$ cat src/rtl/pxi_cfg.svh
/*
  Constants of the proximity sensor command port: bus address, command codes,
  reset values, field positions and interrupt flag bits.
  Assumes inclusion by bare name from the design module.
*/
`ifndef PXI_CFG_SVH
`define PXI_CFG_SVH

// Fixed 7-bit bus address of the device.
`define PXI_BUS_ADDR 7'h60

// Command codes, each selecting one low/high byte pair.
`define PXI_CMD_CONF1 8'h00
`define PXI_CMD_CONF2 8'h03
`define PXI_CMD_CONF3 8'h04
`define PXI_CMD_THDL 8'h05
`define PXI_CMD_THDH 8'h06
`define PXI_CMD_CANC 8'h07
`define PXI_CMD_CONF4 8'h08
`define PXI_CMD_DATA 8'hF8
`define PXI_CMD_FLAG 8'hF9
`define PXI_CMD_IDENT 8'hFA
`define PXI_CMD_ACDATA 8'hFB

// Index of each writable word in the configuration store.
`define PXI_IDX_CONF1 3'h0
`define PXI_IDX_CONF2 3'h1
`define PXI_IDX_CONF3 3'h2
`define PXI_IDX_THDL 3'h3
`define PXI_IDX_THDH 3'h4
`define PXI_IDX_CANC 3'h5
`define PXI_IDX_CONF4 3'h6
`define PXI_CFG_WORDS 7

// Reset values of the configuration words.
`define PXI_CONF1_RST 16'h0001
`define PXI_CONF2_RST 16'h0001
`define PXI_CONF_RST 16'h0000

// Fields of the period/persistence/interrupt byte.
`define PXI_PERS_MSB 5
`define PXI_PERS_LSB 4
`define PXI_IRQM_MSB 3
`define PXI_IRQM_LSB 2
`define PXI_STOP_BIT 0

// Interrupt flag bits inside the flag byte.
`define PXI_FLAG_AWAY 0
`define PXI_FLAG_CLOSE 1

// Bit count of one byte on the bus.
`define PXI_BYTE_BITS 4'h8

`endif

$ cat src/rtl/pxi_pkg.sv
/*
  Types of the proximity sensor command port.
  Assumes pxi_cfg.svh holds all numeric constants.
*/
package pxi_pkg;

  // Bus protocol states of the slave.
  typedef enum logic [3:0] {
    PXI_IDLE,
    PXI_ADDR,
    PXI_ADDR_ACK,
    PXI_RX,
    PXI_RX_ACK,
    PXI_TX,
    PXI_TX_ACK,
    PXI_TX_NEXT,
    PXI_IGNORE
  } pxi_state_t;

  // One finished measurement from the sensing logic.
  typedef struct packed {
    logic valid;
    logic [11:0] value;
  } pxi_meas_t;

  // Auto-calibration word with its status bits on top.
  typedef struct packed {
    logic busy;
    logic sun_protect;
    logic [13:0] value;
  } pxi_autocal_t;

endpackage

$ cat src/rtl/pxi_sensor_port.sv
/*
  Proximity sensor command port: two-wire bus slave with word-wide command
  registers, measurement capture and the threshold interrupt with persistence.
  Assumes the measurement and calibration inputs come from logic on clk, and
  that scl, sda_in arrive asynchronously from pins with external pull-ups.
*/
// How it works
// - Answer only bus address 0x60.
// - Registers move as command plus two bytes.
// - Read: command, restart, low then high byte.
// - Device acks; host acks low, nacks high.
// - Word 0xF8 read returns 12-bit measurement.
// - Reading flag word clears pending interrupt.
// - Interrupt when above high or below low.
// - Interrupt only after persistent consecutive excursions.
// - Word 0x00 resets to low 0x01.
// - Word 0x03 low resets 0x01; others zero.
// - Writable low threshold at 0x05.
// - Writable high threshold at 0x06.
// - Writable crosstalk cancellation at 0x07.
// - Measurement word 0xF8 is read-only.
// - Identification word at 0xFA, read-only.
// - Calibration word 0xFB carries busy, sunlight status.
// - Persistence code selects one to four.
`timescale 1ns/10ps
`include "pxi_cfg.svh"

module pxi_sensor_port #(
  parameter logic [15:0] PART_IDENT = 16'h00A5 // Arbitrary identification value.
) (
  input wire logic clk,
  input wire logic sys_rst,
  input wire logic scl,
  input wire logic sda_in,
  output logic sda_out,
  output logic sda_oe,
  output logic int_out,
  output logic int_oe,
  output logic measure_run,
  input wire pxi_pkg::pxi_meas_t meas_in,
  input wire pxi_pkg::pxi_autocal_t autocal_in
);
  import pxi_pkg::*;

  ////////////////////////////////////////////////////////////////////////////
  // Declarations.
  logic scl_s1, scl_s2, scl_d, sda_s1, sda_s2, sda_d;
  logic start_det, stop_det, scl_rise, scl_fall;
  pxi_state_t state_reg;
  logic [3:0] bit_cnt_reg;
  logic [7:0] shift_reg, cmd_reg, lo_reg;
  logic [1:0] rx_idx_reg;
  logic rw_reg, sda_oe_reg, wr_stb_reg, int_oe_reg, run_reg;
  logic [2:0] wr_idx_reg;
  logic [15:0] wr_data_reg, tx_word_reg;
  logic [15:0] cfg_reg [`PXI_CFG_WORDS];
  logic [11:0] meas_reg;
  logic [7:0] flags_reg, flags_next, flag_set;
  logic [2:0] hi_cnt_reg, lo_cnt_reg;
  logic [1:0] pers;
  logic irq_en, above, below, meas_take, word_load, flag_clr;
  logic [3:0] slot;

  // Maps a command code to a writable word; bit 3 flags a valid mapping.
  function automatic logic [3:0] cfg_slot(input logic [7:0] cmd);
    unique case (cmd)
      `PXI_CMD_CONF1: cfg_slot = {1'b1, `PXI_IDX_CONF1};
      `PXI_CMD_CONF2: cfg_slot = {1'b1, `PXI_IDX_CONF2};
      `PXI_CMD_CONF3: cfg_slot = {1'b1, `PXI_IDX_CONF3};
      `PXI_CMD_THDL: cfg_slot = {1'b1, `PXI_IDX_THDL};
      `PXI_CMD_THDH: cfg_slot = {1'b1, `PXI_IDX_THDH};
      `PXI_CMD_CANC: cfg_slot = {1'b1, `PXI_IDX_CANC};
      `PXI_CMD_CONF4: cfg_slot = {1'b1, `PXI_IDX_CONF4};
      default: cfg_slot = 4'h0;
    endcase
  endfunction

  // Reset value of each configuration word.
  function automatic logic [15:0] cfg_reset(input int idx);
    if (idx == int'(`PXI_IDX_CONF1))
    begin
      cfg_reset = `PXI_CONF1_RST;
    end
    else if (idx == int'(`PXI_IDX_CONF2))
    begin
      cfg_reset = `PXI_CONF2_RST;
    end
    else
    begin
      cfg_reset = `PXI_CONF_RST;
    end
  endfunction

  ////////////////////////////////////////////////////////////////////////////
  // Pin synchronisers; the first stage feeds only the second.
  always_ff @(posedge clk)
  begin
    scl_s1 <= scl;
    scl_s2 <= scl_s1;
    scl_d <= scl_s2;
    sda_s1 <= sda_in;
    sda_s2 <= sda_s1;
    sda_d <= sda_s2;
  end

  // Bus conditions seen on the synchronised lines.
  assign scl_rise = scl_s2 & ~scl_d;
  assign scl_fall = ~scl_s2 & scl_d;
  assign start_det = scl_s2 & scl_d & sda_d & ~sda_s2;
  assign stop_det = scl_s2 & scl_d & ~sda_d & sda_s2;

  // Word loaded for a read; a flag word load clears what it captured.
  assign word_load = (state_reg == PXI_ADDR) & scl_fall & (bit_cnt_reg == `PXI_BYTE_BITS)
    & (shift_reg[7:1] == `PXI_BUS_ADDR) & shift_reg[0];
  assign flag_clr = word_load & (cmd_reg == `PXI_CMD_FLAG);

  // Writable word addressed by the held command code; bit 3 marks a mapped code.
  assign slot = cfg_slot(cmd_reg);

  ////////////////////////////////////////////////////////////////////////////
  // Bus slave: address match, command and data bytes, acknowledge, send.
  always_ff @(posedge clk)
  begin
    wr_stb_reg <= 1'b0;
    if (sys_rst)
    begin
      state_reg <= PXI_IDLE;
      bit_cnt_reg <= 4'h0;
      shift_reg <= 8'h00;
      cmd_reg <= 8'h00;
      lo_reg <= 8'h00;
      rx_idx_reg <= 2'h0;
      rw_reg <= 1'b0;
      sda_oe_reg <= 1'b0;
      tx_word_reg <= 16'h0000;
      wr_idx_reg <= 3'h0;
      wr_data_reg <= 16'h0000;
    end
    else if (start_det)
    begin
      state_reg <= PXI_ADDR;
      bit_cnt_reg <= 4'h0;
      rx_idx_reg <= 2'h0;
      sda_oe_reg <= 1'b0;
    end
    else if (stop_det)
    begin
      state_reg <= PXI_IDLE;
      sda_oe_reg <= 1'b0;
    end
    else
    begin
      unique case (state_reg)
        PXI_ADDR:
        begin
          if (scl_rise)
          begin
            shift_reg <= {shift_reg[6:0], sda_s2};
            bit_cnt_reg <= bit_cnt_reg + 4'h1;
          end
          else if (scl_fall && bit_cnt_reg == `PXI_BYTE_BITS)
          begin
            if (shift_reg[7:1] == `PXI_BUS_ADDR)
            begin
              sda_oe_reg <= 1'b1;
              rw_reg <= shift_reg[0];
              state_reg <= PXI_ADDR_ACK;
              if (shift_reg[0])
              begin
                unique case (cmd_reg)
                  `PXI_CMD_DATA: tx_word_reg <= {4'h0, meas_reg};
                  `PXI_CMD_FLAG: tx_word_reg <= {flags_reg, 8'h00};
                  `PXI_CMD_IDENT: tx_word_reg <= PART_IDENT;
                  `PXI_CMD_ACDATA: tx_word_reg <= autocal_in;
                  default: tx_word_reg <= slot[3] ? cfg_reg[slot[2:0]] : 16'h0000;
                endcase
              end
            end
            else
            begin
              state_reg <= PXI_IGNORE;
            end
          end
        end
        PXI_ADDR_ACK:
        begin
          if (scl_fall)
          begin
            if (rw_reg)
            begin
              state_reg <= PXI_TX;
              sda_oe_reg <= ~tx_word_reg[7];
              shift_reg <= {tx_word_reg[6:0], 1'b0};
              bit_cnt_reg <= 4'h1;
            end
            else
            begin
              state_reg <= PXI_RX;
              sda_oe_reg <= 1'b0;
              bit_cnt_reg <= 4'h0;
            end
          end
        end
        PXI_RX:
        begin
          if (scl_rise)
          begin
            shift_reg <= {shift_reg[6:0], sda_s2};
            bit_cnt_reg <= bit_cnt_reg + 4'h1;
          end
          else if (scl_fall && bit_cnt_reg == `PXI_BYTE_BITS)
          begin
            if (rx_idx_reg != 2'h3)
            begin
              sda_oe_reg <= 1'b1;
              state_reg <= PXI_RX_ACK;
              if (rx_idx_reg == 2'h0)
              begin
                cmd_reg <= shift_reg;
              end
              else if (rx_idx_reg == 2'h1)
              begin
                lo_reg <= shift_reg;
              end
              else
              begin
                wr_stb_reg <= slot[3];
                wr_idx_reg <= slot[2:0];
                wr_data_reg <= {shift_reg, lo_reg};
              end
            end
            else
            begin
              state_reg <= PXI_IGNORE;
            end
          end
        end
        PXI_RX_ACK:
        begin
          if (scl_fall)
          begin
            sda_oe_reg <= 1'b0;
            state_reg <= PXI_RX;
            bit_cnt_reg <= 4'h0;
            rx_idx_reg <= rx_idx_reg + 2'h1;
          end
        end
        PXI_TX:
        begin
          if (scl_fall)
          begin
            if (bit_cnt_reg == `PXI_BYTE_BITS)
            begin
              sda_oe_reg <= 1'b0;
              state_reg <= PXI_TX_ACK;
            end
            else
            begin
              sda_oe_reg <= ~shift_reg[7];
              shift_reg <= {shift_reg[6:0], 1'b0};
              bit_cnt_reg <= bit_cnt_reg + 4'h1;
            end
          end
        end
        PXI_TX_ACK:
        begin
          if (scl_rise)
          begin
            state_reg <= sda_s2 ? PXI_IGNORE : PXI_TX_NEXT;
          end
        end
        PXI_TX_NEXT:
        begin
          if (scl_fall)
          begin
            state_reg <= PXI_TX;
            sda_oe_reg <= ~tx_word_reg[15];
            shift_reg <= {tx_word_reg[14:8], 1'b0};
            bit_cnt_reg <= 4'h1;
          end
        end
        PXI_IDLE, PXI_IGNORE:
        begin
          sda_oe_reg <= 1'b0;
        end
      endcase
    end
  end

  ////////////////////////////////////////////////////////////////////////////
  // Configuration store, one writable word per entry.
  generate
    for (genvar i = 0; i < `PXI_CFG_WORDS; i++)
    begin : g_cfg
      always_ff @(posedge clk)
      begin
        if (sys_rst)
        begin
          cfg_reg[i] <= cfg_reset(i);
        end
        else if (wr_stb_reg && wr_idx_reg == 3'(i))
        begin
          cfg_reg[i] <= wr_data_reg;
        end
      end
    end
  endgenerate

  // Configuration fields that steer the measurement and interrupt logic.
  assign pers = cfg_reg[`PXI_IDX_CONF2][`PXI_PERS_MSB:`PXI_PERS_LSB];
  assign irq_en = |cfg_reg[`PXI_IDX_CONF2][`PXI_IRQM_MSB:`PXI_IRQM_LSB];
  assign meas_take = meas_in.valid & ~cfg_reg[`PXI_IDX_CONF2][`PXI_STOP_BIT];
  assign above = {4'h0, meas_in.value} > cfg_reg[`PXI_IDX_THDH];
  assign below = {4'h0, meas_in.value} < cfg_reg[`PXI_IDX_THDL];

  ////////////////////////////////////////////////////////////////////////////
  // Measurement capture and consecutive excursion counters.
  always_ff @(posedge clk)
  begin
    if (sys_rst)
    begin
      meas_reg <= 12'h000;
      hi_cnt_reg <= 3'h0;
      lo_cnt_reg <= 3'h0;
    end
    else if (meas_take)
    begin
      meas_reg <= meas_in.value;
      hi_cnt_reg <= above ? ((hi_cnt_reg == 3'h3) ? 3'h3 : hi_cnt_reg + 3'h1) : 3'h0;
      lo_cnt_reg <= below ? ((lo_cnt_reg == 3'h3) ? 3'h3 : lo_cnt_reg + 3'h1) : 3'h0;
    end
  end

  // A run of pers+1 excursions sets a flag; a set beats a read clear.
  always_comb
  begin
    flag_set = 8'h00;
    flag_set[`PXI_FLAG_CLOSE] = meas_take & irq_en & above & ({1'b0, pers} <= hi_cnt_reg);
    flag_set[`PXI_FLAG_AWAY] = meas_take & irq_en & below & ({1'b0, pers} <= lo_cnt_reg);
    flags_next = (flag_clr ? 8'h00 : flags_reg) | flag_set;
  end

  // Flag byte and open-drain interrupt pin.
  always_ff @(posedge clk)
  begin
    if (sys_rst)
    begin
      flags_reg <= 8'h00;
      int_oe_reg <= 1'b0;
      run_reg <= 1'b0;
    end
    else
    begin
      flags_reg <= flags_next;
      int_oe_reg <= |flags_next;
      run_reg <= ~cfg_reg[`PXI_IDX_CONF2][`PXI_STOP_BIT];
    end
  end

  // Pins drive low only; the enables carry the level.
  always_ff @(posedge clk)
  begin
    sda_out <= 1'b0;
    int_out <= 1'b0;
  end

  assign sda_oe = sda_oe_reg;
  assign int_oe = int_oe_reg;
  assign measure_run = run_reg;

  ////////////////////////////////////////////////////////////////////////////
  // Checks.
  foreign_addr_a: assert property (@(posedge clk) disable iff (sys_rst)
    (state_reg == PXI_ADDR) && scl_fall && !start_det && !stop_det && bit_cnt_reg == `PXI_BYTE_BITS
    && shift_reg[7:1] != `PXI_BUS_ADDR |=> (state_reg == PXI_IGNORE) && !sda_oe_reg)
    else $error("Foreign address was not ignored.");

  data_ack_a: assert property (@(posedge clk) disable iff (sys_rst)
    (state_reg == PXI_RX) && scl_fall && !start_det && !stop_det && bit_cnt_reg == `PXI_BYTE_BITS
    && rx_idx_reg != 2'h3 |=> sda_oe_reg && (state_reg == PXI_RX_ACK))
    else $error("Received byte was not acknowledged.");

  high_byte_a: assert property (@(posedge clk) disable iff (sys_rst)
    (state_reg == PXI_TX_NEXT) && scl_fall && !start_det && !stop_det
    |=> (sda_oe_reg == ~$past(tx_word_reg[15])) && (bit_cnt_reg == 4'h1))
    else $error("High byte did not follow the low byte.");

  flag_clear_a: assert property (@(posedge clk) disable iff (sys_rst)
    flag_clr && flag_set == 8'h00 |=> flags_reg == 8'h00 ##1 !int_oe_reg)
    else $error("Flag read did not clear the interrupt.");

  irq_pin_a: assert property (@(posedge clk) disable iff (sys_rst)
    flags_reg != 8'h00 |-> int_oe_reg)
    else $error("Interrupt pin released while a flag is pending.");

  persist_a: assert property (@(posedge clk) disable iff (sys_rst)
    $rose(flags_reg[`PXI_FLAG_CLOSE]) |-> $past(hi_cnt_reg) >= {1'b0, $past(pers)} && $past(above))
    else $error("Interrupt set before the persistence count.");

  reset_cfg_a: assert property (@(posedge clk)
    $past(sys_rst) |-> cfg_reg[0] == `PXI_CONF1_RST && cfg_reg[1] == `PXI_CONF2_RST
    && cfg_reg[3] == `PXI_CONF_RST)
    else $error("Configuration reset values wrong.");

  ro_write_a: assert property (@(posedge clk) disable iff (sys_rst)
    (state_reg == PXI_RX) && scl_fall && !start_det && !stop_det && bit_cnt_reg == `PXI_BYTE_BITS
    && rx_idx_reg == 2'h2 && !slot[3] |=> !wr_stb_reg ##1 $stable(cfg_reg[4]))
    else $error("Write to a read-only word took effect.");

  meas_cap_a: assert property (@(posedge clk) disable iff (sys_rst)
    meas_take |=> meas_reg == $past(meas_in.value))
    else $error("Measurement not captured.");

  thr_write_a: assert property (@(posedge clk) disable iff (sys_rst)
    wr_stb_reg && wr_idx_reg == `PXI_IDX_THDH |=> cfg_reg[`PXI_IDX_THDH] == $past(wr_data_reg))
    else $error("High threshold write lost.");

endmodule

$ cat config.mk
export PLATFORM = sky130hd
export DESIGN_NAME = pxi_sensor_port
export DESIGN_NICKNAME = d
export VERILOG_FILES = /design/src/rtl/pxi_pkg.sv /design/src/rtl/pxi_sensor_port.sv
export VERILOG_INCLUDE_DIRS = /design/src /design/src/rtl
export SDC_FILE = /design/constraint.sdc
export NUM_CORES = 1
export LEC_CHECK = 0
export BUFFER_PORTS_ARGS = -buffer_cell sky130_fd_sc_hd__buf_4
export CAP_MARGIN = 20
export CORE_MARGIN = 2
export CORE_UTILIZATION = 40
export CTS_BUF_LIST = sky130_fd_sc_hd__clkbuf_16
export DETAILED_ROUTE_END_ITERATION = 12
export GPL_TIMING_DRIVEN = 0
export PLACE_DENSITY_LB_ADDON = 0.1
export SYNTH_ARGS = -nofsm -noshare
export SYNTH_HDL_FRONTEND = slang
export SYNTH_SLANG_ARGS = --single-unit
$ cat constraint.sdc
create_clock -name clk -period 5.21 [get_ports clk]
set_input_delay 0.2605 -clock clk [delete_from_list [all_inputs] [get_ports clk]]
set_output_delay 0.2605 -clock clk [all_outputs]
set_load 0.01 [all_outputs]
==> impl_metrics.json, run 1 <==
{
  "track_usage_pct": 22.8,
  "groute.layer.met1.usage_pct": 33.2,
  "drt-pass1-iter-count": 7,
  "io_pins": 38,
  "synth_top_area_share_pct": 31.8,
  "synth_area_um2": 10600,
  "path_depth": 8,
  "via_per_inst": 5.45,
  "start_util_pct": 40.7,
  "cts_max_path_buffers": 3,
  "cts_buffers": 25,
  "die_area_um2": 27800,
  "final.setup.tns_ps": 0,
  "fin_crit_sh_pct": 55.2,
  "cts_tree": "done",
  "place_inst": 1485,
  "fmax_mhz": 348,
  "final_cells": 1532,
  "slowest_delay_ps": 930,
  "fp-row-count": 59,
  "hold_violations": 0,
  "clk_latency_ps": 520,
  "status": "finished clean",
  "path_cells": "inv_1 -> ha_1 -> nand3b_1 -> or3_1 -> nor4_2 -> buf_4 -> nand2_1 -> a21oi_1",
  "drtIter0Drc": 660,
  "setup_violations": 0,
  "final.setup.worst_slack_ps": 2330,
  "die_h_um": 167,
  "finClkSkew_ps": 8.98,
  "maxCapViolations": 0,
  "antenna_cells": 0,
  "crit_slowest_cell": "nor4_2",
  "p_leak_nw": 4.41,
  "htreeDepth": 1,
  "gr-usage-met3_pct": 3.59,
  "largest_register_ff_count": 112,
  "tightest_slew_ps": 1140,
  "ys_seq_area_share_pct": 51.8,
  "drc_errors": 0,
  "die_w_um": 167,
  "yosysTopAreaCell": "edfxtp_1",
  "port_buffers": 35,
  "worst_ep_required_time_ps": 5650,
  "synth.distinct_cells": 61,
  "cp_max_fo": 10,
  "ys_ff_latch": 218,
  "ant_nets": 0,
  "clk_pin_slew_ps": 60,
  "rsz0062_at_grt": "no",
  "grt_pass1_wl_um": 48600,
  "period_minus_slack_ps": 2880,
  "r2r_cells": 8,
  "wirelength_um": 31700,
  "grt_pass1_vias": 8048,
  "max_slew_margin_pct": 23.5,
  "synth_edf_count": 112,
  "syn_to_final_growth_pct": 14.2,
  "clockRootBuffer": "clkbuf_16",
  "synthArstFlopShare_pct": 0,
  "overflow": 0,
  "grtUsageMet2_pct": 35.3,
  "path_class": "reg2reg",
  "end_kind": "register",
  "p_per_area_nw_per_um2": 307,
  "gp_congestion": 0.907,
  "vias": 8352,
  "slew_viol_final": 0,
  "final_nets": 1247,
  "place_hpwl_um": 23800,
  "synthTopCellsByArea": "edfxtp_1 (32%), dfxtp_1 (20%), and2_1 (7.0%)",
  "synth_cells": 1112,
  "postCtsSetupBuffers": 0,
  "holdCritPathClass": "in2reg",
  "cp.arrival_ps": 3310,
  "antenna_found_initial": 1,
  "yosys_warnings": 0,
  "hold_path_depth": 3,
  "place_ws_ps": 2430,
  "grt_max_degree": 17,
  "drive_above_1_share_pct": 9.36,
  "synth_flop_cell": "edfxtp_1",
  "avgSynthCellArea_um2": 9.52,
  "critPathBufInv": 2,
  "wl_per_cell_um": 20.7,
  "cp_top_family": "simple AND/OR/NAND/NOR gates",
  "core_um2": 26000,
  "ir_drop_v": 0.000294,
  "busiest_layer": "met2",
  "cts_sinks": 218,
  "startpoint_type": "register"
}
==> tightest hold or removal path, stage by stage <==
cell and delay (ps):
buf_4 130, nand2_1 60, a21oi_1 50
==> routing by layer <==
layer | wire [um] | vias up
li1 | - | 4046
met1 | 15100 | 4004
met2 | 14000 | 247
met3 | 1750 | 53
met4 | 840 | 2
met5 | 12 | -
==> per-stage QoR <==
stage	area, um^2	power [mW]	utilization (%)	hold slack [ps]
floorplan	10600	1.98	-	288
global placement	11300	2.07	43.4	314
detailed placement	11300	2.07	43.5	314
CTS	12100	3.72	46.5	20.4
global route	12100	3.81	46.5	27.3
finish	12100	3.70	46.5	30.3
==> where the power goes <==
part           internal (mW)  switching, mW  total (mW)
Clock                  0.965          0.706        1.67
Sequential              1.84         0.0223        1.86
Combinational         0.0642          0.111       0.175
==> path summary, 6_finish.rpt <==
| check | from | to | slack, ps |
|---|---|---|---|
| worst max-delay path | bit_cnt_reg[0]$_SDFFE_PP0P_ | wr_data_reg[13]$_SDFFE_PP0P_ | 2330 |
| worst min-delay path | meas_in[6] | meas_reg[6]$_SDFFE_PP0P_ | 30 |
| worst max register to register | bit_cnt_reg[0]$_SDFFE_PP0P_ | wr_data_reg[13]$_SDFFE_PP0P_ | 2330 |
| worst min register to register | scl_s1$_DFF_P_ | scl_s2$_DFF_P_ | 330 |
==> Yosys cell counts (7+ instances only) <==
| master | instances |
|---|---|
| a211oi_1 | 21 |
| a21oi_1 | 69 |
| a311o_1 | 7 |
| a31oi_1 | 50 |
| and2_1 | 118 |
| buf_2 | 9 |
| clkbuf_1 | 47 |
| dfxtp_1 | 106 |
| edfxtp_1 | 112 |
| ha_1 | 35 |
| inv_1 | 44 |
| mux2i_1 | 28 |
| nand2_1 | 152 |
| nand2b_1 | 12 |
| nand3_1 | 14 |
| nor2_1 | 127 |
| nor2b_1 | 13 |
| nor3_1 | 16 |
| o21ai_0 | 20 |
| o22ai_1 | 11 |
| o22ai_2 | 10 |
==> timing repair <==
action,in CTS,in global routing
endpoints found under the hold margin,2,0
hold buffers,2,0
gates resized for setup,0,0
==> placed cells by master (no fill, tap or decap), types with 6 or more instances in the layout <==
master | Yosys | routed
nor2b_1 | 13 | 13
nand2_1 | 152 | 152
buf_2 | 9 | 9
clkbuf_1 | 47 | 47
or4_1 | 6 | 6
edfxtp_1 | 112 | 112
clkbuf_16 | 0 | 25
nand3_1 | 14 | 14
a211oi_1 | 21 | 21
dfxtp_1 | 106 | 106
o21ai_0 | 20 | 20
buf_4 | 3 | 38
a21oi_1 | 69 | 69
nand2b_1 | 12 | 12
o22ai_1 | 11 | 11
and3_1 | 6 | 6
a311o_1 | 7 | 7
o22ai_2 | 10 | 10
and2_1 | 118 | 118
mux2i_1 | 28 | 28
inv_1 | 44 | 48
a31oi_1 | 50 | 50
nor2_1 | 127 | 127
ha_1 | 35 | 35
nor3_1 | 16 | 16
==> area by class of cell <==
class / count / area, um^2
Buffer: 66 / 302
Clock buffer: 25 / 626
Clock inverter: 20 / 135
Fill cell: 2534 / 13900
Inverter: 44 / 165
Multi-Input combinational cell: 785 / 4640
Sequential cell: 218 / 5490
Tap cell: 335 / 419
Timing Repair Buffer: 39 / 313
==> logic make-up after synthesis <==
kind of cell / Yosys count / synth area share [%]
adders and majority gates: 35 / 4.14
AOI/OAI and AO/OA: 229 / 14.4
other: 1 / 0.0354
and+or+nand+nor: 490 / 22.5
buffers and inverters: 110 / 4.41
DFF: 218 / 51.8
muxes: 28 / 2.65
xor gates and xnor gates: 1 / 0.0828
Power figures use the tool's default switching activity.
==> inputs of run 2 (changes only) <==
==> constraint.sdc (replaced) <==
create_clock -name clk -period 2.43 [get_ports clk]
set_input_delay 0.1215 -clock clk [delete_from_list [all_inputs] [get_ports clk]]
set_output_delay 0.1215 -clock clk [all_outputs]
set_load 0.01 [all_outputs]
==> impl_metrics.json, run 2 (synthesis gave the netlist of run 1 again) <==
{
  "final_nets": 1269,
  "gp_congestion": 0.907,
  "slew_viol_final": 0,
  "port_buffers": 35,
  "place_hpwl_um": 23800,
  "end_kind": "register",
  "period_minus_slack_ps": 2380,
  "r2r_cells": 8,
  "fin_crit_sh_pct": 98.0,
  "worstHoldEndpoint": "flags_reg[0]$_SDFF_PP0_",
  "rrSetupSlack_ps": 50,
  "finalPower_mw": 7.97,
  "io_pins": 38,
  "rsz0062_at_grt": "no",
  "max_slew_margin_pct": 33.1,
  "antenna_cells": 0,
  "cp.arrival_ps": 2770,
  "antenna_found_initial": 0,
  "via_per_inst": 5.46,
  "grt_max_degree": 17,
  "p_per_area_nw_per_um2": 629,
  "clk_latency_ps": 520,
  "most-common-layout-cells": "nand2_1 (152), nor2_1 (123), and2_1 (118)",
  "critPathBufInv": 2,
  "cp_top_family": "simple AND/OR/NAND/NOR gates",
  "fmax_mhz": 420,
  "crit_slowest_cell": "or4_4",
  "hold_path_depth": 5,
  "path_class": "reg2reg",
  "setup_violations": 0,
  "cp-startpoint": "cmd_reg[7]$_SDFFE_PP0P_",
  "wirelength_um": 32200,
  "tightest_slew_ps": 995,
  "status": "finished clean",
  "place_inst": 1485,
  "vias": 8487,
  "cpMostUsedCell": "a31oi_1",
  "place_ws_ps": -353,
  "drt-pass1-iter-count": 5,
  "largest_register_ff_count": 112,
  "cts_max_path_buffers": 3,
  "die_area_um2": 27800,
  "final.setup.worst_slack_ps": 49.1,
  "regToRegEndpoint": "tx_word_reg[5]$_SDFFE_PP0P_",
  "final_cells": 1554,
  "overflow": 0,
  "fin_area_um2": 12700,
  "cts_buffers": 25,
  "clk_pin_slew_ps": 60,
  "cp_max_fo": 4,
  "drc_errors": 0,
  "p_leak_nw": 4.61,
  "startpoint_type": "register",
  "track_usage_pct": 23.2,
  "cts_tree": "done",
  "worst_ep_required_time_ps": 2810,
  "start_util_pct": 40.7,
  "drive_above_1_share_pct": 14.5,
  "drtIter0Drc": 635,
  "ir_drop_v": 0.000629,
  "ant_nets": 0,
  "postPlaceCellArea_um2": 11300,
  "path_cells": "or4_4 -> or4b_4 -> buf_8 -> buf_4 -> o22ai_2 -> a31oi_1 -> a31oi_1 -> a211oi_1",
  "layout.cells.most_common": "nand2_1",
  "core_um2": 26000,
  "grt_pass1_vias": 8214,
  "wl_per_cell_um": 20.7,
  "maxCapViolations": 0,
  "die_h_um": 167,
  "htreeDepth": 1,
  "whs_ps": 151,
  "cts_sinks": 218,
  "hp-start": "sys_rst",
  "hold_violations": 0,
  "fp-row-count": 59,
  "r2r_start": "cmd_reg[7]$_SDFFE_PP0P_",
  "holdCritPathClass": "in2reg",
  "finClkSkew_ps": 9.70,
  "syn_to_final_growth_pct": 19.7,
  "slowest_delay_ps": 550,
  "grt_pass1_wl_um": 49300,
  "die_w_um": 167,
  "clockRootBuffer": "clkbuf_16"
}
## run 2: power breakdown
part           internal (mW)  switching (mW)
clock network           2.07            1.50
registers               3.94          0.0513
logic                  0.162           0.251
total                   6.17            1.80
## run 2: cell type report
type | count | area (um^2)
clock inverters | 20 | 135
clock buffers | 25 | 626
repair buffers | 64 | 554
well taps | 335 | 419
multi-input cells | 785 | 4950
inverters | 44 | 165
flip-flops and latches | 218 | 5490
plain buffers | 63 | 324
fillers | 2473 | 13300
## run 2: stage by stage
| step | TNS (ps) | util (%) |
|---|---|---|
| floorplan | 0 | - |
| global placement | -12530 | 43.4 |
| detailed placement | -8420 | 43.5 |
| CTS | -25.3 | 48.4 |
| global route | 0 | 48.7 |
| finish | 0 | 48.7 |
## run 2: worst max-delay path by stage
stage / to / slack [ps] / cells after the start
CTS: tx_word_reg[8]$_SDFFE_PP0P_ / -20 / 9
global route: tx_word_reg[5]$_SDFFE_PP0P_ / 4 / 8
floorplan: tx_word_reg[10]$_SDFFE_PP0P_ / 200 / 9
detailed placement: wr_data_reg[13]$_SDFFE_PP0P_ / -350 / 8
finish: tx_word_reg[5]$_SDFFE_PP0P_ / 50 / 8
global placement: tx_word_reg[10]$_SDFFE_PP0P_ / -340 / 7
## run 2: per-layer routing
| layer | share of wire [%] | global-route usage, % | vias to the layer above |
|---|---|---|---|
| met3 | 6.0 | 3.66 | 52 |
| met5 | 0 | 0 | - |
| li1 | - | - | 4098 |
| met4 | 2.6 | 6.11 | 0 |
| met1 | 47 | 33.6 | 4081 |
| met2 | 44 | 36.2 | 256 |
## run 2: repair_timing
item | CTS | global route
pin swaps | 12 | 10
setup buffers | 11 | 1
resized for setup | 56 | 32
hold endpoints to repair | 14 | 0
endpoints found under the setup margin | 42 | 55
cloned | 1 | 0
hold buffers | 14 | 0
## run 2: tightest hold or removal path, stage by stage
cell and delay, ps:
buf_4 150, nor3_1 100, nand2_1 60, nor2_1 50, a21o_1 150
